File: src/hxd_consts.vh
// Notes on behaviour
// A record opens with colon, then count, address, type; ends with checksum pair.
// First two hex characters after colon give the record's data byte count.
// Next four hex characters give the 16-bit address of the first byte.
// Type field: 00 data, 01 end, 02 to 05 address records.
// Each pair of hex characters combines into one byte value.
// Eight-bit sum of all record bytes including checksum must be zero.
// Data record bytes go out at consecutive addresses from the start address.
// A type 01 record marks the end of the file.
// Full address adds shifted linear and segment parts to the offset; this decoder uses the 16-bit offset alone.
// Types 02 to 05 are ignored; only low 16 address bits are used.
// Bad checksum or non-hex character inside a record flags an error, no data.
`ifndef HXD_CONSTS_VH
`define HXD_CONSTS_VH
`define HXD_CHAR_COLON     8'h3a
`define HXD_CHAR_DIG_LO    8'h30
`define HXD_CHAR_DIG_HI    8'h39
`define HXD_CHAR_UC_LO     8'h41
`define HXD_CHAR_UC_HI     8'h46
`define HXD_CHAR_LC_LO     8'h61
`define HXD_CHAR_LC_HI     8'h66
`define HXD_ALPHA_ADJ      4'h9
`define HXD_TYPE_DATA      8'h00
`define HXD_TYPE_EOF       8'h01
`define HXD_BYTE_ZERO      8'h00
`define HXD_ADDR_LAST_PAIR 2'h1
`endif

File: src/hxd_decoder.v
`timescale 1ns/1ps
`default_nettype none
`include "hxd_consts.vh"
module hxd_decoder
#(
  parameter BUF_DEPTH = 256
)
(
  input  wire        clock,
  input  wire        nrst,
  input  wire        char_valid,
  input  wire [7:0]  char_data,
  output reg         byte_valid,
  output reg  [7:0]  byte_data,
  output reg  [15:0] byte_addr,
  output reg         record_done,
  output reg         record_error,
  output reg         file_end
);

  localparam [2:0] ST_IDLE  = 3'h0;
  localparam [2:0] ST_COUNT = 3'h1;
  localparam [2:0] ST_ADDR  = 3'h2;
  localparam [2:0] ST_TYPE  = 3'h3;
  localparam [2:0] ST_DATA  = 3'h4;
  localparam [2:0] ST_CHECK = 3'h5;

  // Bytes are buffered per record so bad records emit nothing
  reg  [7:0]  mem_q [0:BUF_DEPTH-1];
  reg  [2:0]  state_q;
  reg  [2:0]  state_d;
  reg         nib_q;
  reg  [3:0]  hi_q;
  reg  [1:0]  fld_q;
  reg  [7:0]  record_byte_count_field_q;
  reg  [15:0] record_offset_field_q;
  reg  [7:0]  record_type_field_q;
  reg  [7:0]  sum_q;
  reg  [7:0]  idx_q;
  reg         emit_q;
  reg  [7:0]  emit_idx_q;
  reg  [7:0]  emit_cnt_q;
  reg  [15:0] emit_base_q;
  reg  [3:0]  nib_val;
  reg         is_hex;

  wire [7:0]  ascii_data_pair = {hi_q, nib_val};
  wire [7:0]  sum_next        = sum_q + ascii_data_pair;
  wire        is_colon        = (char_data == `HXD_CHAR_COLON);
  wire        in_record       = (state_q != ST_IDLE);
  wire        take_char       = char_valid && !is_colon && in_record;
  wire        bad_char        = take_char && !is_hex;
  wire        high_nib        = take_char && is_hex && !nib_q;
  wire        pair_done       = take_char && is_hex && nib_q;
  wire        last_data       = (idx_q + 8'h01 == record_byte_count_field_q);
  wire        last_emit       = (emit_idx_q + 8'h01 == emit_cnt_q);
  wire        check_end       = pair_done && (state_q == ST_CHECK);
  wire        sum_ok          = (sum_next == `HXD_BYTE_ZERO);
  wire        is_eof          = (record_type_field_q == `HXD_TYPE_EOF);
  wire        has_data        = (record_type_field_q == `HXD_TYPE_DATA) &&
                                (record_byte_count_field_q != `HXD_BYTE_ZERO);
  wire        arm_emit        = check_end && sum_ok && has_data;

  always @*
  begin
    is_hex = 1'b1;
    nib_val = 4'h0;
    if (char_data >= `HXD_CHAR_DIG_LO && char_data <= `HXD_CHAR_DIG_HI)
      nib_val = char_data[3:0];
    else if ((char_data >= `HXD_CHAR_UC_LO && char_data <= `HXD_CHAR_UC_HI) ||
             (char_data >= `HXD_CHAR_LC_LO && char_data <= `HXD_CHAR_LC_HI))
      nib_val = char_data[3:0] + `HXD_ALPHA_ADJ;
    else
      is_hex = 1'b0;
  end

  always @*
  begin
    state_d = state_q;
    if (char_valid && is_colon)
      state_d = ST_COUNT;
    else if (bad_char)
      state_d = ST_IDLE;
    else if (pair_done)
    begin
      case (state_q)
        ST_COUNT:
          state_d = ST_ADDR;
        ST_ADDR:
        begin
          if (fld_q == `HXD_ADDR_LAST_PAIR)
            state_d = ST_TYPE;
        end
        ST_TYPE:
        begin
          // Empty records skip straight to the checksum pair
          if (record_byte_count_field_q == `HXD_BYTE_ZERO)
            state_d = ST_CHECK;
          else
            state_d = ST_DATA;
        end
        ST_DATA:
        begin
          if (last_data)
            state_d = ST_CHECK;
        end
        ST_CHECK:
          state_d = ST_IDLE;
        default:
          state_d = ST_IDLE;
      endcase
    end
  end

  // Emission reads each byte before the next record's data can overwrite it
  always @(posedge clock)
  begin
    if (pair_done && state_q == ST_DATA)
      mem_q[idx_q] <= ascii_data_pair;
  end

  always @(posedge clock or negedge nrst)
  begin
    if (!nrst)
    begin
      state_q <= ST_IDLE;
      nib_q <= 1'b0;
      hi_q <= 4'h0;
      fld_q <= 2'h0;
      record_byte_count_field_q <= 8'h00;
      record_offset_field_q <= 16'h0000;
      record_type_field_q <= 8'h00;
      sum_q <= 8'h00;
      idx_q <= 8'h00;
    end
    else
    begin
      state_q <= state_d;
      if (char_valid && is_colon)
      begin
        nib_q <= 1'b0;
        fld_q <= 2'h0;
        sum_q <= 8'h00;
        idx_q <= 8'h00;
      end
      else if (high_nib)
      begin
        hi_q <= nib_val;
        nib_q <= 1'b1;
      end
      else if (pair_done)
      begin
        nib_q <= 1'b0;
        sum_q <= sum_next;
        case (state_q)
          ST_COUNT:
            record_byte_count_field_q <= ascii_data_pair;
          ST_ADDR:
          begin
            record_offset_field_q <= {record_offset_field_q[7:0], ascii_data_pair};
            fld_q <= fld_q + 2'h1;
          end
          ST_TYPE:
            record_type_field_q <= ascii_data_pair;
          ST_DATA:
            idx_q <= idx_q + 8'h01;
          default:
            fld_q <= fld_q;
        endcase
      end
    end
  end

  always @(posedge clock or negedge nrst)
  begin
    if (!nrst)
    begin
      record_done <= 1'b0;
      record_error <= 1'b0;
      file_end <= 1'b0;
    end
    else
    begin
      record_done <= check_end && sum_ok;
      record_error <= bad_char || (check_end && !sum_ok);
      // Address-extension records only pulse done; flash space is 16 bit
      file_end <= check_end && sum_ok && is_eof;
    end
  end

  always @(posedge clock or negedge nrst)
  begin
    if (!nrst)
    begin
      emit_q <= 1'b0;
      emit_idx_q <= 8'h00;
      emit_cnt_q <= 8'h00;
      emit_base_q <= 16'h0000;
      byte_valid <= 1'b0;
      byte_data <= 8'h00;
      byte_addr <= 16'h0000;
    end
    else
    begin
      byte_valid <= emit_q;
      if (emit_q)
      begin
        byte_data <= mem_q[emit_idx_q];
        byte_addr <= emit_base_q + {8'h00, emit_idx_q};
        emit_idx_q <= emit_idx_q + 8'h01;
        if (last_emit)
          emit_q <= 1'b0;
      end
      // A fresh checked data record with a nonzero count restarts emission from its first byte
      if (arm_emit)
      begin
        emit_q <= 1'b1;
        emit_idx_q <= 8'h00;
        emit_cnt_q <= record_byte_count_field_q;
        emit_base_q <= record_offset_field_q;
      end
    end
  end
endmodule // hxd_decoder
`default_nettype wire

File: config.mk
export PLATFORM = sky130hd
export DESIGN_NAME = hxd_decoder
export DESIGN_NICKNAME = d
export VERILOG_FILES = /design/src/hxd_decoder.v
export VERILOG_INCLUDE_DIRS = /design/src
export SDC_FILE = /design/constraint.sdc
export NUM_CORES = 2
export LEC_CHECK = 0
export BUFFER_PORTS_ARGS = -buffer_cell sky130_fd_sc_hd__clkbuf_2
export CORE_ASPECT_RATIO = 0.5
export CORE_UTILIZATION = 30
export CTS_CLUSTER_DIAMETER = 200
export DETAILED_ROUTE_END_ITERATION = 10
export GPL_ROUTABILITY_DRIVEN = 0
export HOLD_SLACK_MARGIN = 0.12
export PLACE_DENSITY_LB_ADDON = 0.2
export SKIP_CTS_REPAIR_TIMING = 1
export SYNTH_ARGS = -nofsm -noshare
export SYNTH_HDL_FRONTEND = slang
export SYNTH_SLANG_ARGS = --single-unit
File: constraint.sdc
create_clock -name clock -period 16.3 [get_ports clock]
set_input_delay 1.63 -clock clock [delete_from_list [all_inputs] [get_ports clock]]
set_output_delay 1.63 -clock clock [all_outputs]
set_load 0.01 [all_outputs]
==> results.sh <==
export IMPL_outcome="completed"
export IMPL_hold_viol=0
export IMPL_ys_seq_area_frac=0.747
export IMPL_ys_async_sr_fraction=0.0549
export IMPL_yosys_area_share_xor_xnor=0.00482
export IMPL_vias=44100
export IMPL_synth_fa_ha_area_frac=0.00409
export IMPL_grt_usage=0.165
export IMPL_synth_ff_type="edfxtp_1"
export IMPL_clk_latency_ps=860
export IMPL_cts_root_buf="clkbuf_16"
export IMPL_multiInputGateArea_um2=20300
export IMPL_yosys_warnings=0
export IMPL_areaGrowthSynthToFinish_pct=12.8
export IMPL_cts_htree_levels=4
export IMPL_drc=0
export IMPL_final_common_cell="edfxtp_1"
export IMPL_die_h_um=381
export IMPL_period_needed_ps=6110
export IMPL_dp_hpwl_um=147000
export IMPL_synth_cells=4528
export IMPL_synth_edf_count=2048
export IMPL_ys_types=83
export IMPL_portBuffers=38
export IMPL_synth_nets=4566
export IMPL_post_place_ws_ps=9330
export IMPL_numCtsBuffers=214
export IMPL_fin_skew_ps=50.1
export IMPL_drv_slew=0
export IMPL_grt_max_degree=189
export IMPL_pin_count=39
export IMPL_yosys_area_share_simple=0.0399
export IMPL_max_vdd_ir_drop_mv=0.0807
export IMPL_rrSetupSlack_ps=10750
export IMPL_power_density_nw_per_um2=115
export IMPL_holdPathEnd="byte_addr[4]"
export IMPL_sw_frac_of_total=0.201
export IMPL_die_area_um2=290000
export IMPL_max_freq_ghz=0.164
export IMPL_r2r_worst_path_cells=11
export IMPL_start_util=0.304
export IMPL_viasPerCell=5.15
export IMPL_yosys_register_bits=2167
export IMPL_ant_nets=0
export IMPL_p_sw_mw=2.25
export IMPL_register_area_um2=64500
export IMPL_fin_tns_setup_ps=0
export IMPL_setup_violations=0
export IMPL_crit_fanout=121
export IMPL_tightest_slew_ps=1460
export IMPL_start_kind="input pin"
export IMPL_final_cell_mix="2,048 x edfxtp_1, 362 x nor2_1, 361 x mux4_2, 304 x mux2i_1, 217 x clkbuf_16"
export IMPL_die_w_um=761
export IMPL_hold_class="flop to flop"
export IMPL_fin_crit_sh=0.375
export IMPL_rsz0062_at_grt="no"
export IMPL_setup_slack_ps=10190
export IMPL_coreArea_um2=285000
export IMPL_clock_power_share=0.445
export IMPL_wl_per_cell_um=28.6
export IMPL_gr_total_overflow=0
export IMPL_num_rows=138
export IMPL_cts_tree="yes"
export IMPL_clkSinkCount=2167
export IMPL_synth_avg_cell_area_um2=19.1
export IMPL_setup_worst_path_class="input pin to flop"
export IMPL_maxSlewHeadroom=0.0277
export IMPL_synth_compound_area_frac=0.0364
export IMPL_grt_pass1_wl_um=347000
export IMPL_drtIter0Drc=4530
export IMPL_grt_pass1_vias=45100
export IMPL_grt_antenna_before_repair=12
export IMPL_hold_start="byte_addr[4]"
export IMPL_drt_total_wl_um=245000
export IMPL_p_leak_nw=28.6
export IMPL_end_kind="flop"
export IMPL_required_ps=17030
export IMPL_cts_reportedPaths_clkPinSlew_ps=60
export IMPL_crit_arrival_ps=6840
export IMPL_synth_area_mux_share=0.148
export IMPL_power_frac_seq=0.545
export IMPL_cap_violations=0
export IMPL_first_pass_iters=6
export IMPL_worstReg2RegEnd="byte_data[2]"
export IMPL_fillers=26600
export IMPL_nets=4651
export IMPL_p_comb_frac=0.010
export IMPL_clockBufferDepth=4
export IMPL_synth_top_family_by_area="multiplexers"
export IMPL_internal_power_mw=8.95
export IMPL_r2r_start="emit_idx_q[0]"
export IMPL_min_delay_path_depth=1
export IMPL_layout_drive_gt1_share=0.188
export IMPL_syn_area_um2=86400
layer usage:
metal / up-vias / track usage / wire (um)
li1: 18600 / - / -
met4: 0 / 0.0381 / 5470
met1: 23700 / 0.235 / 109000
met5: - / 0 / 0
met3: 329 / 0.0312 / 17200
met2: 1460 / 0.263 / 114000
worst max-delay path by stage:
stage                 startpoint         endpoint  slack [ps]  cells after the start
floorplan           char_data[0]  emit_base_q[10]        4740                     16
global placement    char_data[0]  emit_base_q[15]        9370                     17
detailed placement  char_data[0]   emit_base_q[0]        9330                     17
CTS                 char_data[0]  emit_base_q[13]       10240                     17
global route        char_data[0]    emit_cnt_q[1]        9920                     17
finish              char_data[0]  emit_base_q[15]       10190                     17
synthesized netlist by cell type, types with 8 or more instances:
cell	n	area, um2
edfxtp_1	2048	61500
nor2_1	367	1380
mux4_2	361	8130
mux2i_1	304	3040
nand2_1	181	679
dfrtp_1	119	2980
clkbuf_1	104	390
a21oi_1	77	385
o221ai_1	76	666
o22ai_1	64	400
nor3_1	62	310
o21ai_0	62	310
mux2_2	57	642
buf_2	47	235
nand3_1	43	215
buf_6	38	428
mux2_1	36	405
xnor2_1	31	272
a22oi_1	30	225
nor4_1	30	188
a211oi_1	26	195
ha_1	25	313
buf_1	24	90.1
buf_4	21	158
inv_1	21	78.8
mux4_1	20	526
a221oi_1	18	158
nor2b_1	17	106
buf_12	15	300
xor2_1	14	123
or4_1	11	82.6
a31oi_1	9	56.3
and2_1	9	56.3
nand4_1	9	56.3
o211ai_1	9	67.6
o2111ai_1	8	70.1
o21ai_1	8	40.0
sequential cells by signal (all words and copies together) (netlist names), 16 cells and up:
signal and flops:
byte_addr 16, record_offset_field_q 16, emit_base_q 16, mem_q 2048
area by class of cell:
| class | count | share of cell area |
|---|---|---|
| sequential | 2167 | 0.662 |
| multi-input combinational | 2081 | 0.208 |
| clock buffer | 256 | 0.0578 |
| tap | 3780 | 0.0485 |
| clock inverter | 130 | 0.0132 |
| timing repair buffer | 125 | 0.00923 |
| inverter | 24 | 0.00105 |
| antenna | 2 | 0.0000514 |
through the flow:
step                      hold WS [ps]  instances  power, mW  utilization  area [um2]
final                              486       8565       11.2        0.342       97500
after global routing               499       8563       11.5        0.342       97400
after CTS                          488       8563       11.3        0.342       97400
after detailed placement           474       8177       6.35        0.318       90500
after global placement             466       8177       6.34        0.318       90500
after floorplan                    396       4528       6.28            -       86400
power groups by stage:
| stage | logic (mW) | clock network, mW | registers [mW] |
|---|---|---|---|
| finish | 0.117 | 4.98 | 6.11 |
| global route | 0.128 | 5.28 | 6.10 |
| CTS | 0.121 | 5.07 | 6.11 |
| detailed placement | 0.121 | 0 | 6.22 |
| global placement | 0.116 | 0 | 6.22 |
| floorplan | 0.0226 | 0 | 6.26 |
cells by family (layout without fill, tap and decap cells):
kind of cell | after synthesis | after routing
flip-flops | 2167 | 2167
multiplexers | 778 | 778
AND/OR/NAND/NOR | 778 | 778
AO/OA/AOI/OAI | 452 | 452
buffers and inverters | 280 | 535
XOR/XNOR | 46 | 46
adder cells (fa/ha/maj) | 27 | 27
other | 0 | 2
critical path, stage by stage:
cell and delay, ps:
clkbuf_2 120, inv_1 110, ha_1 190, or3b_2 460, nand3_1 90, a21boi_0 880
inv_8 520, ha_1 430, inv_1 80, fa_1 210, nor2b_1 70, o31a_1 270
a211oi_1 270, nand4_1 270, nor4_4 320, buf_4 470, mux2_2 390
Note: power is estimated with default switching activity, not from simulation.
